File: src/hw/bem_pkg.sv
package bem_pkg;

    // ********************************************************************
    // trace word layout
    // ********************************************************************
    localparam int ADDR_W        = 24;
    localparam int DATA_W        = 16;
    localparam int STAT_W        = 16;
    localparam int LS_W          = 16;
    localparam int CNT_W         = 16;
    localparam int NUM_GROUPS    = 4;
    localparam int GRP_W         = 2;

    // logic state lines
    localparam int LS_CACHE_INH  = 6;
    localparam int LS_LOCKED     = 7;
    localparam int LS_AHI_LSB    = 8;

    // status lines
    localparam int ST_SIZE       = 0;
    localparam int ST_READ       = 1;
    localparam int ST_USER_MEM   = 2;
    localparam int ST_FC_LSB     = 4;
    localparam int ST_BUS_ERR    = 8;
    localparam int ST_IPL_LSB    = 9;
    localparam int ST_AUTOVEC    = 13;
    localparam int ST_INT_PEND   = 14;

    // condition select bits of one action clause
    localparam int C_AC1  = 0;
    localparam int C_AC2  = 1;
    localparam int C_DC1  = 2;
    localparam int C_DC2  = 3;
    localparam int C_ST1  = 4;
    localparam int C_ST2  = 5;
    localparam int C_LSC  = 6;
    localparam int C_CL   = 7;
    localparam int NCOND  = 8;

    // counting mode of a group
    localparam logic [1:0] CM_NONE   = 2'h0;
    localparam logic [1:0] CM_COUNT  = 2'h1;
    localparam logic [1:0] CM_TOGGLE = 2'h2;

    localparam logic [GRP_W-1:0] GRP_FIRST = 2'h0;

    // one traced target bus cycle
    typedef struct packed {
        logic [ADDR_W-1:0] addr;
        logic [DATA_W-1:0] data;
        logic [STAT_W-1:0] stat;
        logic [LS_W-1:0]   ls;
    } bem_cycle_t;

    // value with don't-care mask (mask bit set = ignore)
    typedef struct packed {
        logic [15:0] value;
        logic [15:0] dont_care_mask;
    } bem_cmp16_t;

    typedef struct packed {
        logic [ADDR_W-1:0] value;
        logic [ADDR_W-1:0] dont_care_mask;
    } bem_cmp24_t;

    // comparator set of one group
    typedef struct packed {
        bem_cmp24_t address_comparator_one;
        bem_cmp24_t address_comparator_two;
        bem_cmp16_t data_comparator_one;
        bem_cmp16_t data_comparator_two;
        bem_cmp16_t status_comparator_one;
        bem_cmp16_t status_comparator_two;
        bem_cmp16_t logic_state_comparator;
        logic [CNT_W-1:0] count_limit;
        logic [1:0]       count_mode;
    } bem_group_cfg_t;

    // one action clause: conditions ANDed, then actions
    typedef struct packed {
        logic             enable;
        logic [NCOND-1:0] cond_sel;
        logic [NCOND-1:0] cond_inv;
        logic             count_action;
        logic             reload_count_action;
        logic             toggle_count_action;
        logic             pulse_action;
        logic             halt_action;
        logic             event_set_switch;
        logic [GRP_W-1:0] switch_target;
    } bem_clause_t;

endpackage : bem_pkg

File: src/hw/bus_event_monitor.sv
`timescale 1ns/10ps

// Notes on behaviour
// - 32-bit address: low comparator plus logic-state high
// - mask bits set are ignored in compare
// - cache inhibit seen on logic-state bit 6
// - status bits 4-6 carry function code
// - status bits 9-11 carry interrupt level
// - bits 14,13,8: pending, autovector, bus error
// - bits 2,1,0: user memory, read, byte
// - one shared counter, limit per group
// - run entry loads counter from group 1
// - count decrements; zero makes limit event
// - action only when all conditions hold
// - reload copies named group limit in
// - group switch keeps counter unless reloaded
// - toggle event flips counting state
// - counter value never visible outside
// - new group counting per its mode
// - toggle carried on keeps counting all
// - run start in group 1 per mode
// - pulse output covers qualifying bus cycle
// - consecutive pulses keep output high
// - logic-state 8-15 hold address 24-31
// - run entry always starts group 1
module bem_bus_event_monitor #(
    parameter int NUM_CLAUSES = 8
) (
    // clock and reset
    input  wire logic                   i_mclk,
    input  wire logic                   i_rstn,
    // run control
    input  wire logic                   i_run,
    // traced bus cycle, one strobe per completed cycle
    input  wire logic                   i_cyc_valid,
    input  wire logic                   i_cyc_end,
    input  wire bem_pkg::bem_cycle_t    i_cyc,
    // configuration
    input  wire bem_pkg::bem_group_cfg_t
                                        i_grp_cfg [bem_pkg::NUM_GROUPS],
    input  wire bem_pkg::bem_clause_t
                 i_clause [bem_pkg::NUM_GROUPS][NUM_CLAUSES],
    // results
    output logic                        o_pulse_output,
    output logic                        o_halt,
    output logic                        o_limit_reached,
    output logic [bem_pkg::GRP_W-1:0]   o_group
);

    // refused at elaboration: clause merge loop serves 1..64 clauses
    if (NUM_CLAUSES < 1 || NUM_CLAUSES > 64) begin : g_bad_clauses
        $error("NUM_CLAUSES out of range");
    end

    // ********************************************************************
    // state
    // ********************************************************************
    typedef enum logic [1:0] {
        BEM_IDLE = 2'b01,
        BEM_RUN  = 2'b10
    } bem_state_t;

    bem_state_t                     state_r;
    logic [bem_pkg::CNT_W-1:0]      counter_r;
    logic [bem_pkg::CNT_W-1:0]      counter_nxt;
    logic                           cnt_on_r;
    logic                           cnt_on_nxt;
    logic                           count_all_r;
    logic                           count_all_nxt;
    logic [bem_pkg::GRP_W-1:0]      group_r;
    logic [bem_pkg::GRP_W-1:0]      group_nxt;
    logic                           pulse_hold_r;
    logic                           halt_r;
    logic                           run_start;
    logic                           eval;
    logic                           do_count;
    logic [1:0]                     new_mode;

    bem_pkg::bem_group_cfg_t        gcfg;
    logic [bem_pkg::NCOND-1:0]      cond;
    logic [NUM_CLAUSES-1:0]         fire;
    logic                           any_cnt;
    logic                           any_rct;
    logic                           any_toc;
    logic                           any_tgr;
    logic                           any_brk;
    logic                           any_sw;
    logic [bem_pkg::GRP_W-1:0]      sw_grp;
    logic [bem_pkg::GRP_W-1:0]      rct_grp;

    assign run_start = i_run && (state_r == BEM_IDLE);
    // one evaluation per completed target cycle
    assign eval      = i_run && (state_r == BEM_RUN) && i_cyc_valid;
    assign gcfg      = i_grp_cfg[group_r];

    // ********************************************************************
    // comparators
    // ********************************************************************
    function automatic logic m16(input logic [15:0] v,
                                 input bem_pkg::bem_cmp16_t c);
        m16 = ((v ^ c.value) & ~c.dont_care_mask) == 16'h0000;
    endfunction : m16

    function automatic logic m24(input logic [23:0] v,
                                 input bem_pkg::bem_cmp24_t c);
        m24 = ((v ^ c.value) & ~c.dont_care_mask) == 24'h00_0000;
    endfunction : m24

    // status and logic-state words are compared whole, so every field
    // (function code, level, flags, cache inhibit, high address) takes
    // the position it holds on the trace word
    always_comb begin
        cond = '0;
        cond[bem_pkg::C_AC1] = m24(i_cyc.addr,
                                   gcfg.address_comparator_one);
        cond[bem_pkg::C_AC2] = m24(i_cyc.addr,
                                   gcfg.address_comparator_two);
        cond[bem_pkg::C_DC1] = m16(i_cyc.data, gcfg.data_comparator_one);
        cond[bem_pkg::C_DC2] = m16(i_cyc.data, gcfg.data_comparator_two);
        cond[bem_pkg::C_ST1] = m16(i_cyc.stat,
                                   gcfg.status_comparator_one);
        cond[bem_pkg::C_ST2] = m16(i_cyc.stat, gcfg.status_comparator_two);
        cond[bem_pkg::C_LSC] = m16(i_cyc.ls,
                                   gcfg.logic_state_comparator);
        // limit event visible as a condition and on o_limit_reached, never as a value
        cond[bem_pkg::C_CL]  = (counter_r == '0);
    end

    // ********************************************************************
    // clause evaluation
    // ********************************************************************
    // a clause fires only when every selected condition is met
    generate
        for (genvar k = 0; k < NUM_CLAUSES; k++) begin : g_cl
            bem_pkg::bem_clause_t cl;
            assign cl      = i_clause[group_r][k];
            assign fire[k] = cl.enable &&
                ((~cl.cond_sel | (cond ^ cl.cond_inv)) == '1);
        end
    endgenerate

    // merge actions of all clauses that fired; lowest clause names group
    always_comb begin
        bem_pkg::bem_clause_t c;
        c       = '0;
        any_cnt = 1'b0;
        any_rct = 1'b0;
        any_toc = 1'b0;
        any_tgr = 1'b0;
        any_brk = 1'b0;
        any_sw  = 1'b0;
        sw_grp  = group_r;
        rct_grp = group_r;
        for (int k = NUM_CLAUSES - 1; k >= 0; k--) begin
            c = i_clause[group_r][k];
            if (fire[k]) begin
                any_cnt = any_cnt | c.count_action;
                any_toc = any_toc ^ c.toggle_count_action;
                any_tgr = any_tgr | c.pulse_action;
                any_brk = any_brk | c.halt_action;
                if (c.reload_count_action) begin
                    any_rct = 1'b1;
                    // reload names the group switched to, else current
                    rct_grp = c.event_set_switch ? c.switch_target
                                                 : group_r;
                end
                if (c.event_set_switch) begin
                    any_sw = 1'b1;
                    sw_grp = c.switch_target;
                end
            end
        end
    end

    // ********************************************************************
    // shared counter and counting state
    // ********************************************************************
    // counting decision of the active group for this bus cycle; a
    // group with no counting mode never counts the counter down
    always_comb begin
        case (gcfg.count_mode)
            bem_pkg::CM_COUNT:  do_count = eval && any_cnt;
            bem_pkg::CM_TOGGLE: do_count = eval &&
                                           (cnt_on_r || count_all_r);
            default:            do_count = 1'b0;
        endcase
    end

    // reload wins over a count in the same cycle; a group switch
    // leaves the value alone, so the count carries into the new group
    always_comb begin
        counter_nxt = counter_r;
        if (run_start) begin
            counter_nxt = i_grp_cfg[bem_pkg::GRP_FIRST].count_limit;
        end else if (eval && any_rct) begin
            counter_nxt = i_grp_cfg[rct_grp].count_limit;
        end else if (do_count && counter_r != '0) begin
            // saturate at zero: limit stays true until reloaded
            counter_nxt = counter_r - 1'b1;
        end
    end

    // mode of the group that a switch would enter
    assign new_mode = i_grp_cfg[sw_grp].count_mode;

    // toggle state; counting is on while either flag is set, the
    // second only until the first toggle after a switch
    always_comb begin
        cnt_on_nxt    = cnt_on_r;
        count_all_nxt = count_all_r;
        if (run_start) begin
            cnt_on_nxt    = 1'b0;
            count_all_nxt = 1'b0;
        end else if (eval) begin
            if (any_toc) begin
                // after a carried-on switch the first toggle stops it
                cnt_on_nxt    = !(cnt_on_r || count_all_r);
                count_all_nxt = 1'b0;
            end
            if (any_sw) begin
                // toggle-on carried into a toggle group counts all
                count_all_nxt = (new_mode == bem_pkg::CM_TOGGLE) &&
                                (gcfg.count_mode == bem_pkg::CM_TOGGLE) &&
                                (cnt_on_nxt || count_all_nxt);
                cnt_on_nxt    = 1'b0;
            end
        end
    end

    // run entry always restarts in the first group, whatever group
    // the previous run ended in
    always_comb begin
        group_nxt = group_r;
        if (run_start) begin
            group_nxt = bem_pkg::GRP_FIRST;
        end else if (eval && any_sw) begin
            group_nxt = sw_grp;
        end
    end

    // ********************************************************************
    // registers
    // ********************************************************************
    // run control
    always_ff @(posedge i_mclk) begin
        if (!i_rstn) begin
            state_r <= BEM_IDLE;
        end else begin
            state_r <= i_run ? BEM_RUN : BEM_IDLE;
        end
    end

    // shared counter
    always_ff @(posedge i_mclk) begin
        if (!i_rstn) begin
            counter_r <= '0;
        end else begin
            counter_r <= counter_nxt;
        end
    end

    // toggle state
    always_ff @(posedge i_mclk) begin
        if (!i_rstn) begin
            cnt_on_r    <= 1'b0;
            count_all_r <= 1'b0;
        end else begin
            cnt_on_r    <= cnt_on_nxt;
            count_all_r <= count_all_nxt;
        end
    end

    // active event group
    always_ff @(posedge i_mclk) begin
        if (!i_rstn) begin
            group_r <= bem_pkg::GRP_FIRST;
        end else begin
            group_r <= group_nxt;
        end
    end

    // pulse output held until the qualified cycle ends; a following
    // qualified cycle strobed in the clock of that end wins over the release, so no gap appears
    always_ff @(posedge i_mclk) begin
        if (!i_rstn || !i_run) begin
            pulse_hold_r <= 1'b0;
        end else if (eval) begin
            pulse_hold_r <= any_tgr;
        end else if (i_cyc_end) begin
            pulse_hold_r <= 1'b0;
        end
    end

    // halt request, sticky until run drops
    always_ff @(posedge i_mclk) begin
        if (!i_rstn || !i_run) begin
            halt_r <= 1'b0;
        end else if (eval && any_brk) begin
            halt_r <= 1'b1;
        end
    end

    // pulse pin from a flop, so it never glitches between
    // back-to-back qualified cycles
    always_ff @(posedge i_mclk) begin
        if (!i_rstn) begin
            o_pulse_output <= 1'b0;
        end else begin
            o_pulse_output <= pulse_hold_r;
        end
    end

    // halt request
    always_ff @(posedge i_mclk) begin
        if (!i_rstn) begin
            o_halt <= 1'b0;
        end else begin
            o_halt <= halt_r;
        end
    end

    // limit event only while running; the count itself stays
    // hidden, only reaching zero is shown
    always_ff @(posedge i_mclk) begin
        if (!i_rstn) begin
            o_limit_reached <= 1'b0;
        end else begin
            o_limit_reached <= (state_r == BEM_RUN) && (counter_r == '0);
        end
    end

    // active group
    always_ff @(posedge i_mclk) begin
        if (!i_rstn) begin
            o_group <= bem_pkg::GRP_FIRST;
        end else begin
            o_group <= group_r;
        end
    end

endmodule : bem_bus_event_monitor

File: config.mk
export PLATFORM = sky130hd
export DESIGN_NAME = bem_bus_event_monitor
export DESIGN_NICKNAME = d
export VERILOG_FILES = /design/src/hw/bem_pkg.sv /design/src/hw/bus_event_monitor.sv
export SDC_FILE = /design/constraint.sdc
export NUM_CORES = 1
export LEC_CHECK = 0
export ABC_CLOCK_PERIOD_IN_PS = 5600
export CAP_MARGIN = 20
export CORE_AREA = 4 4 759 761
export DETAILED_ROUTE_END_ITERATION = 12
export DIE_AREA = 0 0 763 765
export DONT_BUFFER_PORTS = 1
export GPL_ROUTABILITY_DRIVEN = 0
export PLACE_DENSITY = 0.3
export SYNTH_ARGS = -nofsm -noshare
export SYNTH_HDL_FRONTEND = slang
export SYNTH_SLANG_ARGS = --single-unit
File: constraint.sdc
create_clock -name i_mclk -period 5.6 [get_ports i_mclk]
set_input_delay 1.12 -clock i_mclk [delete_from_list [all_inputs] [get_ports i_mclk]]
set_output_delay 1.12 -clock i_mclk [all_outputs]
set_load 0.02 [all_outputs]
==> metrics.log <==
[metrics] Clock Skew: slightly above 0.01 ns
[metrics] number of CTS-inserted buffers: 5
[metrics] via count of the first global-routing pass: between 20000 and 25000
[metrics] met2 routing resource usage after global routing: between 10% and 20%
[metrics] Detailed Routing Iterations Pass 1: 5
[metrics] footprint of the multi-input gates: ~17000 µm²
[metrics] number of violations of the max-capacitance limit: 0
[metrics] net count after synthesis: roughly 3900
[metrics] endpoint type of the worst setup path: flop
[metrics] dominant synthesized flop cell: sky130_fd_sc_hd__dfxtp_1
[metrics] kind of critical path: in -> reg
[metrics] placement-stage worst setup slack: -1.361 ns
[metrics] wire length of the first global-routing pass: roughly 350 mm
[metrics] Yosys cell types: 89
[metrics] count of buffers from port buffering: 0
[metrics] Crit path max-delay family: buffers and inverters
[metrics] Hold EP: cnt_on_r
[metrics] number of vias after detailed routing: 21520
[metrics] CTS sink count: 29
[metrics] Initial Utilization: about 3.0%
[metrics] Skew-Pair Late Insertion Delay: between 0.3 and 0.4 ns
[metrics] HPWL after detailed placement: 295.8 mm
[metrics] delay of the slowest critical-path stage: 0.39 ns
[metrics] remaining design rule violation count: 0
[metrics] worst IR drop on VDD: about 100 µV
[metrics] Async S/R FF share, synth: 0%
[metrics] kind of path behind the tightest hold check: reg -> reg
[metrics] number of cells in the finished layout apart from fillers: between 9000 and 10000
[metrics] worst setup path startpoint: i_cyc[27]
[metrics] proportion of layout cells with a drive suffix above 1: between 30% and 40%
[metrics] register area: about 600 µm²
[metrics] First DRT Iteration DRCs: between 1500 and 2000
[metrics] reg-to-reg endpoint: counter_r[2]
[metrics] worst hold-check slack: between 0.4 and 0.5 ns
[metrics] die area: roughly 580000 µm²
[metrics] final setup vio count: 0
[metrics] H-tree depth: 2
[metrics] die extent in y: approximately 770 µm
[metrics] Post-Synthesis Mean Instance Area: around 8.5 µm²
[metrics] pin count of the biggest net entering global routing: 98
[metrics] floorplan die width: 763 µm
[metrics] ports placed on the boundary: around 2000
[metrics] Post-synth EDFFs: 0
[metrics] Required @ worst endpoint: just under 6 ns
[metrics] fmax: ~0.18 GHz
[metrics] relative area change from synthesis to final layout: 84.27%
[metrics] part of the cycle the worst path needs: slightly below 100%
[metrics] instance count along the most critical hold path: 2
[metrics] number of inserted filler cells in the final layout: about 67000
[metrics] worst path bufs/invs: 8
[metrics] length in cells of the worst reg-to-reg path: 23
[metrics] cell area after synthesis: roughly 17000 µm²
[metrics] remaining antenna violation count after routing: 0
[metrics] CP max stage cell: sky130_fd_sc_hd__or3_1
[metrics] hold bufs inserted after CTS: 0
[metrics] cell count after synthesis: roughly 2000
[metrics] worst slew pin tran: between 1 and 1.5 ns
[metrics] final global-route overflow total: 0
[metrics] final net count: 4174
[metrics] Yosys top cell by area: sky130_fd_sc_hd__xnor2_1
[metrics] Final WS setup: 0.03019 ns
[metrics] fraction of post-synthesis cell area in the top cell type by area: ~27%
[metrics] sequential share of the synthesized area: 3.443%
[metrics] via count normalized by instance count: 2.183
[metrics] reg-to-reg setup timing slack: 0.07 ns
[metrics] leakage power of the design: between 6 and 7 nW
[metrics] clk slew on worst S/H paths: 0.05 ns
[metrics] largest fanout of any net on the critical path: 8
[metrics] FF+latch count, synth: 29
[metrics] CTS tree: built
[metrics] Cell Rows: approximately 280
[metrics] final critical delay including setup and external delays: roughly 5.6 ns
[metrics] warning count from the yosys run: 0
[metrics] cell repeated most along the worst path: sky130_fd_sc_hd__buf_4
[metrics] unrepaired setup endpoints after global routing: yes
[metrics] CTS Root Buffer Type: sky130_fd_sc_hd__clkbuf_16
[metrics] mean routed wirelength per cell: 31.60 µm
[metrics] critical hold path startpoint: cnt_on_r
[metrics] GR Layer Usage met3: under 10%
[metrics] arrival time at the worst endpoint: roughly 5.7 ns
[metrics] most congested layer reported by global routing: met2
[metrics] power density cells: between 70 and 80 nW/µm²
[metrics] worst flop-to-flop path startpoint: group_r[0]
[metrics] biggest area contributors in the synthesized netlist: sky130_fd_sc_hd__xnor2_1 (27%), sky130_fd_sc_hd__mux4_2 (25%), sky130_fd_sc_hd__o22ai_1 (7.8%)
[metrics] count of endpoints failing hold in the final timing report: 0
[metrics] chain of cells forming the critical path: xnor2_2 -> o22ai_1 -> or3_1 -> nor4_2 -> buf_4 -> o221ai_4 -> buf_12 -> buf_4 -> a21oi_1 -> a31oi_4 -> nand4_1 -> buf_4 -> nor2_8 -> buf_4 -> a211oi_2 -> nand3_1 -> a31oi_4 -> buf_12 -> buf_6 -> buf_6 -> mux2i_2 -> a2bb2oi_1 -> nor4b_2
[metrics] result of the run: finished clean
[metrics] nature of the critical path startpoint: input pin
[metrics] met1 global-route usage: 11.60%
[metrics] relative max-transition margin: between 30% and 40%
[metrics] Core Util, Final: under 10%
[metrics] clk buf depth: 2
[metrics] antenna violations before repair: 294
[metrics] total detailed-routing wirelength: roughly 310 mm
[metrics] core area: approximately 570000 µm²
[metrics] number of max-slew violations in the final report: 0
[metrics] number of placed instances, taps included: approximately 9700
[metrics] overall global routing resource usage: 10.02%
[per-layer routing]
metal / wire length, µm / share of wire (%)
met1: 120600 / 39
met2: 137200 / 44
met3: 39450 / 13
met4: 12900 / 4.1
met5: 1336 / 0.43
[flip-flops by register name, summed over array words and instances (netlist names)]
register         cells
o_limit_reached      1
count_all_r          1
halt_r               1
o_halt               1
group_r              2
state_r              2
pulse_hold_r         1
counter_r           16
o_group              2
cnt_on_r             1
o_pulse_output       1
[power by group]
part           switching, mW  leakage [nW]  total, mW  internal (mW)
combinational          0.857          6.47       1.70          0.847
sequential           0.00906         0.239      0.225          0.216
clock                  0.117        0.0787      0.306          0.189
total                  0.983          6.79       2.23           1.25
[cells by family (layout without fill, tap and decap cells)]
group	after synthesis	in the layout	share of synthesized area [%]
multiplexers	236	236	28.16
other	0	126	0
buffers and inverters	177	403	4.623
adder cells (fa/ha/maj)	2	2	0.1484
flip-flops	29	29	3.443
AO/OA/AOI/OAI	524	524	20.59
XOR/XNOR	551	551	28.78
AND/OR/NAND/NOR	454	454	14.25
[per-stage QoR]
stage                     total power, mW  cell area (µm²)  setup TNS (ns)
after global placement              1.873            29090          -41.26
after detailed placement            1.858            29110          -21.65
final                               2.235            31070               0
after floorplan                     1.134            16860               0
after CTS                           2.271            30500        -0.01033
after global routing                2.370            30950          -1.994
[cell usage after synthesis, types with 30 or more instances]
library cell and number:
sky130_fd_sc_hd__xnor2_1 526, sky130_fd_sc_hd__o22ai_1 211, sky130_fd_sc_hd__mux4_2 189, sky130_fd_sc_hd__nor2_1 114, sky130_fd_sc_hd__clkbuf_1 96, sky130_fd_sc_hd__a21oi_1 89
sky130_fd_sc_hd__nand2_1 75, sky130_fd_sc_hd__nor3_1 71, sky130_fd_sc_hd__o21ai_0 48, sky130_fd_sc_hd__buf_2 40, sky130_fd_sc_hd__nor2b_1 37, sky130_fd_sc_hd__nor4_1 32
sky130_fd_sc_hd__a211oi_1 30, sky130_fd_sc_hd__mux2i_1 30
[what timing repair did]
action                                  in CTS  in global routing
endpoints found under the setup margin      21                 17
resized for setup                          173                 51
gates cloned                                 1                  0
setup buffers                               31                  7
pin swaps                                   66                 49
[tightest hold or removal path, delay by kind of cell, from the launching register on]
kind / cells / cell delay (ns)
AO/OA/AOI/OAI: 1 / 0.05
flip-flops: 1 / 0.33
AND/OR/NAND/NOR: 1 / 0.06
[final cells by class]
class | count | share of cell area [%]
Inverter | 24 | 0.3181
Multi-Input combinational cell | 1767 | 53.63
Timing Repair Buffer | 372 | 12.31
Sequential cell | 29 | 1.893
Clock inverter | 1 | 0.01611
Clock buffer | 6 | 0.4832
Tap cell | 7533 | 30.34
Antenna cell | 126 | 1.015
[cell usage in the layout (no fill, tap or decap), types with 27 or more instances in the layout]
cell,netlist,routed
sky130_fd_sc_hd__nor2_1,114,107
sky130_fd_sc_hd__a21oi_1,89,72
sky130_fd_sc_hd__o22ai_1,211,207
sky130_fd_sc_hd__xnor2_1,526,513
sky130_fd_sc_hd__o21ai_0,48,46
sky130_fd_sc_hd__dfxtp_1,29,27
sky130_fd_sc_hd__nor2b_1,37,37
sky130_fd_sc_hd__mux2i_1,30,28
sky130_fd_sc_hd__nand2_1,75,71
sky130_fd_sc_hd__mux4_2,189,189
sky130_fd_sc_hd__buf_12,1,64
sky130_fd_sc_hd__buf_4,7,273
sky130_fd_sc_hd__nor3_1,71,63
sky130_fd_sc_hd__diode_2,0,126
[worst max path at each step]
stage | endpoint | slack [ns] | cells past startpoint
after global placement | counter_r[10] | -2.25 | 23
final | counter_r[2] | 0.03 | 23
after CTS | counter_r[5] | -0.01 | 22
after floorplan | counter_r[2] | 0.16 | 18
after detailed placement | counter_r[4] | -1.36 | 21
after global routing | counter_r[7] | -0.18 | 23
Note: power is estimated with default switching activity, not from simulation.
